**config.mk**
```make
export PLATFORM = sky130hd
export DESIGN_NAME = spi_irq_port
export DESIGN_NICKNAME = d
export VERILOG_FILES = /design/src/spi_irq_pkg.sv /design/src/pin_sync.sv /design/src/irq_flags.sv /design/src/spi_irq_port.sv
export SDC_FILE = /design/constraint.sdc
export NUM_CORES = 1
export LEC_CHECK = 0
export ABC_AREA = 1
export BUFFER_PORTS_ARGS = -buffer_cell sky130_fd_sc_hd__buf_2
export CORE_MARGIN = 2
export CORE_UTILIZATION = 52
export CTS_CLUSTER_DIAMETER = 50
export CTS_CLUSTER_SIZE = 24
export DETAILED_ROUTE_END_ITERATION = 16
export PLACE_DENSITY = 0.76
export SYNTH_ARGS = -nofsm -noshare
export SYNTH_HDL_FRONTEND = slang
export SYNTH_SLANG_ARGS = --single-unit
```
**constraint.sdc**
```tcl
create_clock -name clk_sys -period 1.6 [get_ports clk_sys]
set_input_delay 0.16 -clock clk_sys [delete_from_list [all_inputs] [get_ports clk_sys]]
set_output_delay 0.16 -clock clk_sys [all_outputs]
set_load 0.005 [all_outputs]
```
**src/spi_irq_pkg.sv**
```systemverilog
// Constants, types and helpers for the serial port and interrupt logic
// How it works
// Capture input bits on serial clock fall
// Launch output bits on serial clock rise
// Chip select fall resets to command state
// Chip select rise aborts, output floats
// Host holds select low through whole transfer
// First byte after reset is command
// Command MSB write, low six bits address
// Back to command state after last bit
// Write bytes MSB first, right justified
// Host spaces write bytes by one microsecond
// Partial write byte never committed
// Drive output from first rise after command
// Snapshot whole register before read shifting
// Host waits one microsecond before read
// Events set flags regardless of enables
// Request low when enabled flag set
// Read of 11h returns and clears flags
// Events during clearing read are retained
// Request held high through status transfer
// Synchronise serial pins before any use
`default_nettype none
package spi_irq_pkg;
    // ==========================================================
    // Register map and field layout
    localparam logic [5:0] ADDR_IRQ_ENABLE = 6'h0f;
    localparam logic [5:0] ADDR_FLAGS = 6'h10;
    localparam logic [5:0] ADDR_FLAGS_CLR = 6'h11;
    localparam int CMD_WRITE_BIT = 7;
    localparam int ADDR_MSB = 5;
    localparam int DATA_W = 24;
    localparam int FLAG_W = 16;
    localparam logic [3:0] LAST_BIT = 4'h7;
    localparam logic [1:0] BYTES_FLAG = 2'h2;
    localparam logic [1:0] BYTES_WIDE = 2'h3;
    localparam logic [1:0] FIRST_BYTE = 2'h0;
    // Serial pins idle high until the host drives them
    localparam logic [2:0] PIN_IDLE = 3'h7;

    // ==========================================================
    // Port states, Gray along command to write, read two bits from command
    typedef enum logic [1:0] {
        ST_CMD = 2'b00,
        ST_WR = 2'b01,
        ST_RD = 2'b11
    } port_state_t;

    // ==========================================================
    // Decoding used by both directions
    function automatic logic [1:0] reg_bytes(input logic [5:0] addr);
        if (addr == ADDR_IRQ_ENABLE || addr == ADDR_FLAGS ||
                addr == ADDR_FLAGS_CLR) begin
            return BYTES_FLAG;
        end
        return BYTES_WIDE;
    endfunction : reg_bytes

    // Left align a right-justified value for MSB-first shifting
    function automatic logic [DATA_W-1:0] align_out(
            input logic [DATA_W-1:0] val, input logic [1:0] nbytes);
        case (nbytes)
            2'h1: return {val[7:0], 16'h0000};
            2'h2: return {val[15:0], 8'h00};
            default: return val;
        endcase
    endfunction : align_out
endpackage : spi_irq_pkg
`default_nettype wire

```
**src/pin_sync.sv**
```systemverilog
// Two-stage synchroniser for the serial pins
`default_nettype none
module pin_sync
    import spi_irq_pkg::*;
#(
    parameter int W = 3,
    parameter logic [W-1:0] RST_VAL = '1
) (
    input wire logic clk_sys,
    input wire logic rst,
    input wire logic [W-1:0] pin_in,
    output logic [W-1:0] pin_out
);
    typedef struct packed {
        logic [W-1:0] stage1;
        logic [W-1:0] stage2;
    } sync_t;

    sync_t sync_ff;
    sync_t nxt_sync;

    // ==========================================================
    // Stage one feeds only stage two
    always_comb begin
        nxt_sync.stage1 = pin_in;
        nxt_sync.stage2 = sync_ff.stage1;
    end

    always_ff @(posedge clk_sys) begin
        if (rst) begin
            sync_ff <= {RST_VAL, RST_VAL};
        end else begin
            sync_ff <= nxt_sync;
        end
    end

    assign pin_out = sync_ff.stage2;
endmodule : pin_sync
`default_nettype wire

```
**src/irq_flags.sv**
```systemverilog
// Interrupt flags, enables and request drive
`default_nettype none
module irq_flags
    import spi_irq_pkg::*;
(
    input wire logic clk_sys,
    input wire logic rst,
    input wire logic [FLAG_W-1:0] events,
    input wire logic en_wr,
    input wire logic en_hi,
    input wire logic [7:0] en_byte,
    input wire logic clr_stb,
    input wire logic hold_end,
    output logic [FLAG_W-1:0] flags,
    output logic [FLAG_W-1:0] enable,
    output logic irq_oe
);
    typedef struct packed {
        logic [FLAG_W-1:0] flags;
        logic [FLAG_W-1:0] enable;
        logic hold;
        logic irq_oe;
    } irq_t;

    irq_t irq_ff;
    irq_t nxt_irq;

    // ==========================================================
    // Flag update, set wins over the clear
    always_comb begin
        nxt_irq = irq_ff;
        nxt_irq.flags = (irq_ff.flags & ~{FLAG_W{clr_stb}}) | events;
        if (en_wr && en_hi) begin
            nxt_irq.enable[15:8] = en_byte;
        end else if (en_wr) begin
            nxt_irq.enable[7:0] = en_byte;
        end
        if (clr_stb) begin
            nxt_irq.hold = 1'b1;
        end else if (hold_end) begin
            nxt_irq.hold = 1'b0;
        end
        // Open drain pulls low only while an enabled flag is pending
        nxt_irq.irq_oe = |(nxt_irq.flags & nxt_irq.enable) &&
            !nxt_irq.hold;
    end

    always_ff @(posedge clk_sys) begin
        if (rst) begin
            irq_ff <= '0;
        end else begin
            irq_ff <= nxt_irq;
        end
    end

    assign flags = irq_ff.flags;
    assign enable = irq_ff.enable;
    assign irq_oe = irq_ff.irq_oe;
endmodule : irq_flags
`default_nettype wire

```
**src/spi_irq_port.sv**
```systemverilog
// Serial slave port with command decode and interrupt request
`default_nettype none
module spi_irq_port
    import spi_irq_pkg::*;
(
    input wire logic clk_sys,
    input wire logic rst,
    input wire logic sclk,
    input wire logic din,
    input wire logic cs_n,
    input wire logic [FLAG_W-1:0] irq_events,
    input wire logic [DATA_W-1:0] ext_rd_data,
    output logic dout,
    output logic dout_oe,
    output logic irq_n_out,
    output logic irq_n_oe,
    output logic [5:0] reg_addr,
    output logic wr_stb,
    output logic [1:0] wr_idx,
    output logic [7:0] wr_byte
);
    typedef struct packed {
        port_state_t st;
        logic sclk_prev;
        logic cs_prev;
        logic [3:0] bit_cnt;
        logic [1:0] byte_cnt;
        logic [1:0] nbytes;
        logic [5:0] addr;
        logic [7:0] in_byte;
        logic [DATA_W-1:0] out_sh;
        logic load_pend;
        logic dout;
        logic dout_oe;
        logic wr_stb;
        logic [1:0] wr_idx;
        logic [7:0] wr_byte;
        logic flag_clr;
        logic hold_end;
        logic irq_lvl;
    } port_t;

    port_t port_ff;
    port_t nxt_port;

    logic [2:0] pins_s;
    logic sclk_s;
    logic din_s;
    logic cs_n_s;
    logic sclk_rise;
    logic sclk_fall;
    logic cs_fall;
    logic byte_done;
    logic last_byte;
    logic [7:0] cmd_byte;
    logic [FLAG_W-1:0] flags;
    logic [FLAG_W-1:0] enable;
    logic irq_oe;
    logic [DATA_W-1:0] rd_value;
    logic en_wr;

    // ==========================================================
    // Pin synchronisers
    pin_sync #(
        .W(3),
        .RST_VAL(PIN_IDLE)
    ) u_sync (
        .clk_sys(clk_sys),
        .rst(rst),
        .pin_in({sclk, din, cs_n}),
        .pin_out(pins_s)
    );

    assign sclk_s = pins_s[2];
    assign din_s = pins_s[1];
    assign cs_n_s = pins_s[0];

    // ==========================================================
    // Edge detection on synchronised levels only
    assign sclk_rise = !port_ff.sclk_prev && sclk_s;
    assign sclk_fall = port_ff.sclk_prev && !sclk_s;
    assign cs_fall = port_ff.cs_prev && !cs_n_s;
    assign byte_done = sclk_fall && !cs_n_s && !cs_fall &&
        port_ff.bit_cnt == LAST_BIT;
    assign last_byte = port_ff.byte_cnt == port_ff.nbytes - 2'h1;
    assign cmd_byte = {port_ff.in_byte[6:0], din_s};

    // ==========================================================
    // Interrupt flags and enables
    assign en_wr = port_ff.wr_stb && port_ff.addr == ADDR_IRQ_ENABLE;

    irq_flags u_irq (
        .clk_sys(clk_sys),
        .rst(rst),
        .events(irq_events),
        .en_wr(en_wr),
        .en_hi(port_ff.wr_idx == BYTES_WIDE - BYTES_FLAG),
        .en_byte(port_ff.wr_byte),
        .clr_stb(port_ff.flag_clr),
        .hold_end(port_ff.hold_end),
        .flags(flags),
        .enable(enable),
        .irq_oe(irq_oe)
    );

    // ==========================================================
    // Read source selection
    always_comb begin
        case (port_ff.addr)
            ADDR_IRQ_ENABLE: rd_value = {8'h00, enable};
            ADDR_FLAGS: rd_value = {8'h00, flags};
            ADDR_FLAGS_CLR: rd_value = {8'h00, flags};
            default: rd_value = ext_rd_data;
        endcase
    end

    // ==========================================================
    // Port sequencing
    always_comb begin
        nxt_port = port_ff;
        nxt_port.sclk_prev = sclk_s;
        nxt_port.cs_prev = cs_n_s;
        nxt_port.wr_stb = 1'b0;
        nxt_port.flag_clr = 1'b0;
        nxt_port.hold_end = 1'b0;
        nxt_port.load_pend = 1'b0;
        nxt_port.irq_lvl = 1'b0;
        if (port_ff.load_pend) begin
            // Whole value caught before the first bit leaves
            nxt_port.out_sh = align_out(rd_value,
                port_ff.nbytes);
        end
        if (cs_fall) begin
            nxt_port.st = ST_CMD;
            nxt_port.bit_cnt = '0;
            nxt_port.byte_cnt = '0;
            nxt_port.dout_oe = 1'b0;
        end else if (cs_n_s) begin
            // Abort drops any partial byte, nothing is committed
            nxt_port.st = ST_CMD;
            nxt_port.bit_cnt = '0;
            nxt_port.byte_cnt = '0;
            nxt_port.dout_oe = 1'b0;
            nxt_port.hold_end = 1'b1;
        end else begin
            if (sclk_rise && port_ff.st == ST_RD) begin
                nxt_port.dout = port_ff.out_sh[DATA_W-1];
                nxt_port.out_sh = {port_ff.out_sh[DATA_W-2:0], 1'b0};
                nxt_port.dout_oe = 1'b1;
            end
            if (sclk_fall) begin
                nxt_port.in_byte = cmd_byte;
                nxt_port.bit_cnt = port_ff.bit_cnt + 4'h1;
            end
            if (byte_done) begin
                nxt_port.bit_cnt = '0;
                case (port_ff.st)
                    ST_CMD: begin
                        nxt_port.addr = cmd_byte[ADDR_MSB:0];
                        nxt_port.nbytes = reg_bytes(cmd_byte[ADDR_MSB:0]);
                        nxt_port.byte_cnt = '0;
                        if (cmd_byte[CMD_WRITE_BIT]) begin
                            nxt_port.st = ST_WR;
                        end else begin
                            nxt_port.st = ST_RD;
                            nxt_port.load_pend = 1'b1;
                            nxt_port.flag_clr = cmd_byte[ADDR_MSB:0] ==
                                ADDR_FLAGS_CLR;
                        end
                    end
                    ST_WR: begin
                        // First byte lands on the top byte of wide registers, on byte 1 of short ones
                        nxt_port.wr_stb = 1'b1;
                        nxt_port.wr_byte = cmd_byte;
                        nxt_port.wr_idx = port_ff.byte_cnt
                            + (BYTES_WIDE - port_ff.nbytes);
                        if (last_byte) begin
                            nxt_port.st = ST_CMD;
                        end else begin
                            nxt_port.byte_cnt = port_ff.byte_cnt + 2'h1;
                        end
                    end
                    ST_RD: begin
                        if (last_byte) begin
                            nxt_port.st = ST_CMD;
                            nxt_port.dout_oe = 1'b0;
                            nxt_port.hold_end = 1'b1;
                        end else begin
                            nxt_port.byte_cnt = port_ff.byte_cnt + 2'h1;
                        end
                    end
                    default: begin
                        nxt_port.st = ST_CMD;
                    end
                endcase
            end
        end
    end

    always_ff @(posedge clk_sys) begin
        if (rst) begin
            port_ff <= '0;
            port_ff.sclk_prev <= 1'b1;
            port_ff.cs_prev <= 1'b1;
        end else begin
            port_ff <= nxt_port;
        end
    end

    assign dout = port_ff.dout;
    assign dout_oe = port_ff.dout_oe;
    assign irq_n_out = port_ff.irq_lvl;
    assign irq_n_oe = irq_oe;
    assign reg_addr = port_ff.addr;
    assign wr_stb = port_ff.wr_stb;
    assign wr_idx = port_ff.wr_idx;
    assign wr_byte = port_ff.wr_byte;
endmodule : spi_irq_port
`default_nettype wire

```
==> metrics, run 1 <==
GP Congestion 0.895; Wirelength per Cell 14.9 um; CP Data Required Time 1.89 ns; post-synthesis async set-or-reset flop share 0%; die height roughly 100 um; top cells by count, synth nand2_1, dfxtp_1, inv_1; Final ANT Viol Nets 0; Die ar. ~11000 um2; initial DRC count about 300; flop2flop setup slack -0.08 ns; CP Data Arrival Time between 1.5 and 2 ns; vias in the first global route roughly 4700; FILL cells approximately 800; Post-synth EDFFs 0; CP max FO 7; status finished, violations left; pwr dens 730 nW/um2; Least-Margin Pin Slew 0.628 ns; Most used DFF post-synth dfxtp_1; Final setup viols 8; Detailed Route WL about 14 mm; Total GRT Usage 27.2%; CTS Buffer Depth 2; CTS Sinks ~110; Highest Clock Rate between 500 and 600 MHz; Hold WS -0.000733 ns; setup tns final -0.174 ns; setup ws final -0.0768 ns; synth warn 0; ANT cells 0; post-synth top area cell dfxtp_1; clock power share between 30% and 40%; Post-Syn Area roughly 5100 um2; Core Region 9330 um2; crit share post-route 105%; Sw Pwr 1.17 mW; flops & latches, synth between 100 and 150; Clock Skew between 0.009 and 0.01 ns; starting density of the core 54.2%; cts bufs inserted 9; GRT overflow 0; Final Core Density just under 70%; CP Launch Type register; CTS tree done; Rows 35; Crit. End Element register; violated checks negative hold slack, negative setup slack; CTS root buf clkbuf_8; static leakage ~2.8 nW; first-pass GRT wire length 22.2 mm; layout cells sized above 1 26.5%; sequential share of power 58.2%; relative slew slack around three fifths; drc violations 0; Cell variety after synth 39; Hold/Removal Path Class in2reg; clock slew at reported path FFs 0.11 ns; clk_lat worst skew around 0.38 ns; final hold vios 1; WS Path Type reg2reg; most common cell in the netlist nand2_1; H-tree levels 3; worst ir drop on vdd roughly 650 uV; die width between 100 and 150 um; 1st-pass router iterations 5; RSZ-0062 raised after global routing true; switching portion of total power 25.5%; combinational power share just under 6%; Syn Area/Cell between 7 and 8 um2; top cells by area, synth dfxtp_1, nand2_1, inv_1, a21oi_1, nand3_1; Layout Nets slightly below 900; Max Slew Vio Count 0; P_int around 3.4 mW; vias per cell about 5.4; post-synth net total 768; placed instance count between 900 and 1000; antenna violations before repair 0; fin crit period between 1.5 and 2 ns; largest net degree at the start of global routing 47; Yosys top cell area share about 42%; max-capacitance violation count 0; DP HPWL a little under 10 mm; Post-Syn Instances 719; IO Pins 66; final cell count without fillers approximately 960; Synth-to-Final Area Change 24.4%; port bufs 64; register area share after synthesis between 40 and 50%; via count roughly 5200
[power groups by stage]
| stage | Combinational [mW] | Clock [mW] | Sequential, mW |
|---|---|---|---|
| 2_1_floorplan | 0.133 | 0 | 2.72 |
| 3_3_place_gp | 0.232 | 0 | 2.73 |
| 3_5_place_dp | 0.237 | 0 | 2.73 |
| 4_1_cts | 0.254 | 1.67 | 2.67 |
| 5_1_grt | 0.292 | 1.78 | 2.67 |
| 6_report | 0.266 | 1.65 | 2.67 |
[cells in the final DEF (no fill, tap or decap), types with 6 or more instances in the layout]
| master | count |
|---|---|
| buf_2 | 64 |
| a31oi_1 | 9 |
| or2_2 | 11 |
| buf_4 | 55 |
| dlygate4sd3_1 | 8 |
| nand3b_1 | 6 |
| inv_1 | 74 |
| nand2_1 | 175 |
| dfxtp_2 | 7 |
| nor2_2 | 6 |
| nand3_1 | 39 |
| nor2_1 | 56 |
| o211ai_1 | 9 |
| inv_2 | 8 |
| a21oi_1 | 54 |
| buf_6 | 6 |
| dfxtp_1 | 97 |
| nor2_4 | 7 |
| nand4_1 | 26 |
| nand3_2 | 11 |
| clkbuf_8 | 10 |
| o21ai_0 | 39 |
[routing by layer]
layer,global-route usage [%],share of wire (%),up-vias
met5,0,0,-
met4,11.4,3.8,0
met3,5.42,8.3,47
met2,46.1,48,224
met1,33.9,40,2382
li1,-,-,2524
[state kept, by name (all words and copies together) (netlist names)]
register	flops
cmd_byte	7
dout	1
dout_oe	1
port_ff	39
reg_addr	6
u_irq.enable	16
u_irq.flags	16
u_irq.irq_ff	1
u_irq.irq_oe	1
u_sync.nxt_sync	3
u_sync.pin_out	3
wr_byte	8
wr_idx	2
wr_stb	1
[cell type report]
class                           count  area [um2]  share of cell area, %
Inverter                           85         325                   5.18
Clock buffer                       10         138                   2.19
Multi-Input combinational cell    484        2520                   40.2
Sequential cell                   105        2110                   33.6
Tap cell                          129         161                   2.57
Clock inverter                      6        61.3                  0.975
Timing Repair Buffer              137         961                   15.3
[logic make-up after synthesis]
| family | count (synthesis) | synth area share [%] |
|---|---|---|
| flip-flops | 105 | 41.6 |
| adder cells (fa/ha/maj) | 4 | 0.990 |
| buffers and inverters | 131 | 11.4 |
| XOR/XNOR | 4 | 0.693 |
| AND/OR/NAND/NOR | 351 | 31.8 |
| AO/OA/AOI/OAI | 123 | 13.4 |
| other | 1 | 0.0742 |
[worst paths after layout]
check                                      from                            to  cells after the start
hold / removal                    irq_events[3]     u_irq.flags[3]$_SDFF_PP0_                      3
hold reg to reg   u_sync.nxt_sync[2]$_SDFF_PP1_  u_sync.pin_out[2]$_SDFF_PP1_                      1
setup reg to reg       reg_addr[4]$_SDFFE_PP0P_       u_irq.irq_oe$_SDFF_PP0_                     10
setup / recovery       reg_addr[4]$_SDFFE_PP0P_       u_irq.irq_oe$_SDFF_PP0_                     10
[worst max-delay path: stages (launching register included)]
cell and delay (ns):
dfxtp_1 0.35, nor2_2 0.20, nand2_4 0.14, nor2_4 0.22
nand3_1 0.13, nand3_1 0.10, nand2_1 0.05, nor2_1 0.12
nand2_1 0.08, nor2_2 0.13, nor2_1 0.05
[per-stage QoR]
stage          total power, mW  setup slack, ns  area (um2)
6_report                  4.59          -0.0768        6290
3_3_place_gp              2.96           -0.119        5710
5_1_grt                   4.75           -0.204        6290
3_5_place_dp              2.97           -0.122        5710
4_1_cts                   4.59          -0.0440        6050
2_1_floorplan             2.86           0.0119        5050
[timing repair]
action,CTS,global route
setup buffers,1,7
hold endpoints to repair,8,0
endpoints found under the setup margin,29,43
hold buffers,8,0
pin swaps,1,15
resized for setup,13,41
gates cloned,1,1
Note: power is estimated with default switching activity, not from simulation.
==> run 2: changes to the inputs <==
--- a/config.mk
+++ b/config.mk
@@ -7,12 +7,13 @@
 export LEC_CHECK = 0
 export ABC_AREA = 1
 export BUFFER_PORTS_ARGS = -buffer_cell sky130_fd_sc_hd__buf_2
+export CORE_ASPECT_RATIO = 0.7
 export CORE_MARGIN = 2
 export CORE_UTILIZATION = 52
 export CTS_CLUSTER_DIAMETER = 50
 export CTS_CLUSTER_SIZE = 24
 export DETAILED_ROUTE_END_ITERATION = 16
-export PLACE_DENSITY = 0.76
+export PLACE_DENSITY = 0.73
 export SYNTH_ARGS = -nofsm -noshare
 export SYNTH_HDL_FRONTEND = slang
 export SYNTH_SLANG_ARGS = --single-unit
==> run 2 against run 1 <==
Compared with the run above: the run ends with negative setup slack left; maximum frequency rose by 0.21%; sequential share of layout area fell by 1.4 points; via count rose by 0.75%; power rose by 16%; clock power rose by 45%; cell area rose by 4.5%; non-clock buffer count fell by 7; setup slack improved by 0.0036 ns; combinational power rose by 3%; cell count fell by 0.73%; critical path type unchanged; largest cell class unchanged; highest routed layer unchanged.
==> metrics, run 2 (synthesis gave the netlist of run 1 again) <==
status finished, violations left; violated checks negative setup slack; first-pass GRT wire length 23.3 mm; relative slew slack 54.7%; CP max FO 7; cts bufs inserted 9; ANT cells 0; Rows 30; 1st-pass router iterations 5; most frequent cells in the layout nand2_1, dfxtp_1, inv_1; most common cell after layout, fill and taps aside nand2_1; cell mode on critical path nand2_1; Pwr Total ~5.3 mW; clk_lat worst skew ~0.35 ns; vias in the first global route ~4700; CP max-delay cell dfxtp_2; Hold Crit Endpoint u_irq.flags[4]$_SDFF_PP0_; worst reg2reg path endpoint port_ff[26]$_SDFF_PP0_; Hold/Removal Path Class in2reg; IO Pins 66; Max Slew Vio Count 0; CTS root buf clkbuf_16; Die ar. ~11000 um2; clock slew at reported path FFs 0.07 ns; CTS Buffer Depth 2; Most flops, register port_ff; vias per cell around 5.5; final cell count without fillers between 900 and 1000; WHS Path Cells 3; largest net degree at the start of global routing 47; RSZ-0062 raised after global routing true; pwr dens a little over 800 nW/um2; WS Path Type reg2reg; DP HPWL 10.6 mm; Detailed Route WL 15.5 mm; CTS Sinks ~110; layout cells sized above 1 between 20 and 30%; crit share post-route 105%; CP Data Arrival Time between 1.5 and 2 ns; flop2flop setup slack -0.07 ns; CTS tree done; Synth-to-Final Area Change 29.9%; die width roughly 120 um; Least-Margin Pin Slew around 0.68 ns; Highest Clock Rate 598 MHz; CP Data Required Time around 1.9 ns; initial DRC count about 650; setup ws final -0.0732 ns; antenna violations before repair 0; Min-Delay Startpoint irq_events[4]; Layout Nets ~870; Final setup viols 11; final hold vios 0; max FFs per register 39; die height ~86 um; H-tree levels 3; GP Congestion approximately 0.9; drc violations 0; Final Core Density between 60% and 70%; reg2reg start reg_addr[2]$_SDFFE_PP0P_; Total GRT Usage approximately 29%; placed instance count roughly 900; CP Launch Type register; Clock Skew between 0.006 and 0.007 ns; via count 5216; Final ANT Viol Nets 0; fin crit period roughly 1.7 ns; setup tns final -0.283 ns; R2R depth 12; Crit. End Element register; Critical Path Start reg_addr[2]$_SDFFE_PP0P_; Core Region 9570 um2; port bufs 64; GRT overflow 0; Wirelength per Cell between 15 and 20 um; CP cell instances buf_4 -> nor2_4 -> nand3_2 -> nand2_1 -> inv_2 -> buf_4 -> nand2_1 -> o211ai_2 -> a21oi_1 -> nand2_1 -> nand2_1 -> inv_1; starting density of the core 52.8%; max-capacitance violation count 0; DP Worst Slack -0.165 ns; worst ir drop on vdd between 500 and 600 uV; static leakage about 2.9 nW; Worst path max stage delay approximately 0.33 ns
## run 2: cell count changes in the layout (fill, tap and decap cells not counted), moves of 4 or more
cell           previous run  this run
a21oi_1                  54        46
a21oi_2                   2         9
buf_4                    55        51
clkbuf_16                 1        10
clkbuf_8                 10         1
dlygate4sd3_1             8         3
nand2_1                 175       170
nand3_1                  39        33
nand3_4                   0         5
o21ai_0                  39        30
o21ai_1                   3         7
o21ai_2                   1         5
## run 2: metal layers
metal | vias up | GRT usage (%) | routed length [um]
met5 | - | 0 | 0
met4 | 0 | 9.93 | 266
met3 | 23 | 7.30 | 1310
met2 | 237 | 43.4 | 7040
met1 | 2440 | 39.7 | 6890
li1 | 2516 | - | -
## run 2: power breakdown
group,internal [mW],switching (mW)
sequential,2.65,0.0225
clock,1.40,0.998
combinational,0.114,0.159
total,4.16,1.18
## run 2: worst max path at each step
| stage | endpoint | slack [ns] | cells after the start |
|---|---|---|---|
| 4_1_cts | u_irq.irq_oe$_SDFF_PP0_ | -0.06 | 12 |
| 3_3_place_gp | u_irq.irq_oe$_SDFF_PP0_ | -0.14 | 12 |
| 3_5_place_dp | u_irq.irq_oe$_SDFF_PP0_ | -0.17 | 12 |
| 5_1_grt | u_irq.irq_oe$_SDFF_PP0_ | -0.19 | 12 |
| 6_report | port_ff[26]$_SDFF_PP0_ | -0.07 | 12 |
| 2_1_floorplan | port_ff[58]$_SDFFE_PP0P_ | 0.01 | 8 |
## run 2: critical path, delay by kind of cell, from the launching register on
family | cells | cell delay, ns
DFF | 1 | 0.33
and+or+nand+nor | 6 | 0.53
buffers and inverters | 4 | 0.44
AOI/OAI and AO/OA | 2 | 0.28
## run 2: cell type report
cell class / instances / area [um2]
repair inverters: 1 / 7.51
clock buffers: 10 / 239
inverters: 85 / 323
flip-flops and latches: 105 / 2120
clock inverters: 5 / 80.1
repair buffers: 130 / 921
fillers: 783 / 3010
multi-input cells: 485 / 2720
well taps: 128 / 160
## run 2: through the flow
step / instance area (um2) / hold slack, ns
floorplan: 5050 / 0.264
global placement: 5710 / 0.342
detailed placement: 5710 / 0.346
CTS: 6250 / 0.0265
global route: 6570 / 0.0519
finish: 6570 / 0.0281
## run 2: timing repair
item                                    CTS  global route
setup buffers                             7             3
endpoints found under the hold margin     3             0
cloned                                    2             2
resized for setup                        34            70
endpoints found under the setup margin   30            50
hold buffers                              3             0
pin swaps                                12            24
==> run 3: changes to the inputs <==
--- a/config.mk
+++ b/config.mk
@@ -14,6 +14,7 @@
 export CTS_CLUSTER_SIZE = 24
 export DETAILED_ROUTE_END_ITERATION = 16
 export PLACE_DENSITY = 0.73
+export SLEW_MARGIN = 20
 export SYNTH_ARGS = -nofsm -noshare
 export SYNTH_HDL_FRONTEND = slang
 export SYNTH_SLANG_ARGS = --single-unit
==> constraint.sdc (replaced) <==
create_clock -name clk_sys -period 1.6 [get_ports clk_sys]
set_input_delay 0.32 -clock clk_sys [delete_from_list [all_inputs] [get_ports clk_sys]]
set_output_delay 0.32 -clock clk_sys [all_outputs]
set_load 0.005 [all_outputs]
==> run 3 against run 2 <==
Compared with the run above: the flow still finishes with violations (negative setup slack); critical endpoint is now u_irq.irq_oe$_SDFF_PP0_; cell area fell by 0.34%; flip-flop and latch count is the same; clock power is essentially flat.
==> metrics, run 3 (synthesis gave the netlist of run 1 again) <==
FILL cells ~800; crit share post-route 112%; DP Worst Slack -0.167 ns; final hold vios 0; setup ws final -0.192 ns; GRT overflow 0; largest net degree at the start of global routing 37; vias per cell between 5 and 6; IO Pins 66; Final ANT Viol Nets 0; status finished, violations left; CP Data Arrival Time 2.05 ns; ANT cells 0; setup tns final -0.260 ns; most common cell after layout, fill and taps aside nand2_1; Layout Nets 872; combinational power share around 5.0%; Crit. End Element register; reg2reg start reg_addr[1]$_SDFFE_PP0P_; fin crit period 1.79 ns; layout cells sized above 1 ~31%; CTS Sinks around 110; Worst path max stage delay 0.35 ns; Wirelength per Cell approximately 16 um; Buf/Inv on CP 1; clock slew at reported path FFs 0.07 ns; WS Path Type reg2reg; CTS root buf clkbuf_16; Hold/Removal Path Class in2reg; Detailed Route WL between 15 and 20 mm; via count approximately 5200; port bufs 64; Sw Pwr between 1 and 1.5 mW; H-tree levels 3; Multi-input gate area 2670 um2; CTS tree done; Final setup viols 5; worst ir drop on vdd 577 uV; Pwr Total 5.35 mW; sequential share of power roughly half; 1st-pass router iterations 7; antenna violations before repair 0; starting density of the core ~53%; CP Data Required Time 1.85 ns; Storage cell area about 2100 um2; RSZ-0062 raised after global routing true; initial DRC count 541; DP HPWL between 10 and 15 mm; Rows 30; CP Launch Type register; final cell count without fillers ~960; pwr dens approximately 820 nW/um2; CP cell instances nand2_2 -> nor2_4 -> nand2_4 -> buf_12 -> nor2_4 -> nand3_2 -> nand3b_1 -> nand2_1 -> nor2_1 -> nand2_1 -> nor2_1 -> nor2_1; violated checks negative setup slack; GP Congestion approximately 0.94; Clock Skew around 0.008 ns; Final Instance Area ~6500 um2; placed instance count between 900 and 1000; CP max FO 7; Critical Path Start reg_addr[1]$_SDFFE_PP0P_; Min-Delay Startpoint cs_n; Highest Clock Rate 558 MHz; relative slew slack 59.2%; Max Slew Vio Count 0; switching portion of total power between 20% and 30%; Most flops, register port_ff; clk_lat worst skew approximately 0.35 ns; drc violations 0; CP max-delay cell dfxtp_2; Final Core Density 68.4%; Total GRT Usage 28.7%; max FFs per register 39; cell family with the largest share of critical-path delay simple AND/OR/NAND/NOR gates; CTS Buffer Depth 2; P_int just over 4 mW; cts bufs inserted 9; first-pass GRT wire length between 20 and 25 mm; most frequent cells in the layout nand2_1, dfxtp_1, inv_1; die height approximately 86 um; Synth-to-Final Area Change 29.5%; cell mode on critical path nor2_1; placed cell areas approximately 5700 um2; clock power share about 45%; static leakage around 2.9 nW; max-capacitance violation count 0; Core Region between 9000 and 10000 um2; Die ar. about 11000 um2; Hold WS around 0.15 ns; die width between 100 and 150 um; Hold Buf Count CTS 0; vias in the first global route 4729; Least-Margin Pin Slew around 0.61 ns
-- run 3: changes by cell type in the layout (fill, tap and decap cells not counted), sizes merged --
cell	delta
nand2	-1
inv	+1
buf	+11
dlygate4sd3	-3
clkinv	-1
-- run 3: area by class of cell --
cell class	count	area share [%]
repair buffers	138	14.6
inverters	85	4.97
well taps	128	2.45
flip-flops and latches	105	32.3
clock inverters	6	1.40
clock buffers	10	3.50
multi-input cells	484	40.8
-- run 3: worst paths after layout --
| kind | to | slack, ns | depth (start not counted) |
|---|---|---|---|
| max | u_irq.irq_oe$_SDFF_PP0_ | -0.19 | 12 |
| min | u_sync.nxt_sync[0]$_SDFF_PP1_ | 0.15 | 2 |
| max reg2reg | u_irq.irq_oe$_SDFF_PP0_ | -0.19 | 12 |
| min reg2reg | u_sync.pin_out[2]$_SDFF_PP1_ | 0.42 | 1 |
-- run 3: power groups by stage --
stage	Sequential (mW)	Combinational, mW	Clock (mW)
finish	2.67	0.268	2.41
global route	2.68	0.292	2.53
CTS	2.67	0.252	2.42
detailed placement	2.73	0.249	0
global placement	2.73	0.243	0
floorplan	2.72	0.133	0
-- run 3: timing repair --
item	CTS	global route
cloned	1	1
pin swaps	9	24
buffers inserted	2	11
resized for setup	29	70
endpoints found under the setup margin	34	47
-- run 3: routing by layer --
metal | vias to the layer above | part of all wire (%) | track usage, %
met4 | 0 | 1.6 | 8.99
met2 | 199 | 46 | 44.9
met5 | - | 0 | 0
met1 | 2494 | 46 | 40.6
li1 | 2531 | - | -
met3 | 23 | 6.5 | 4.93
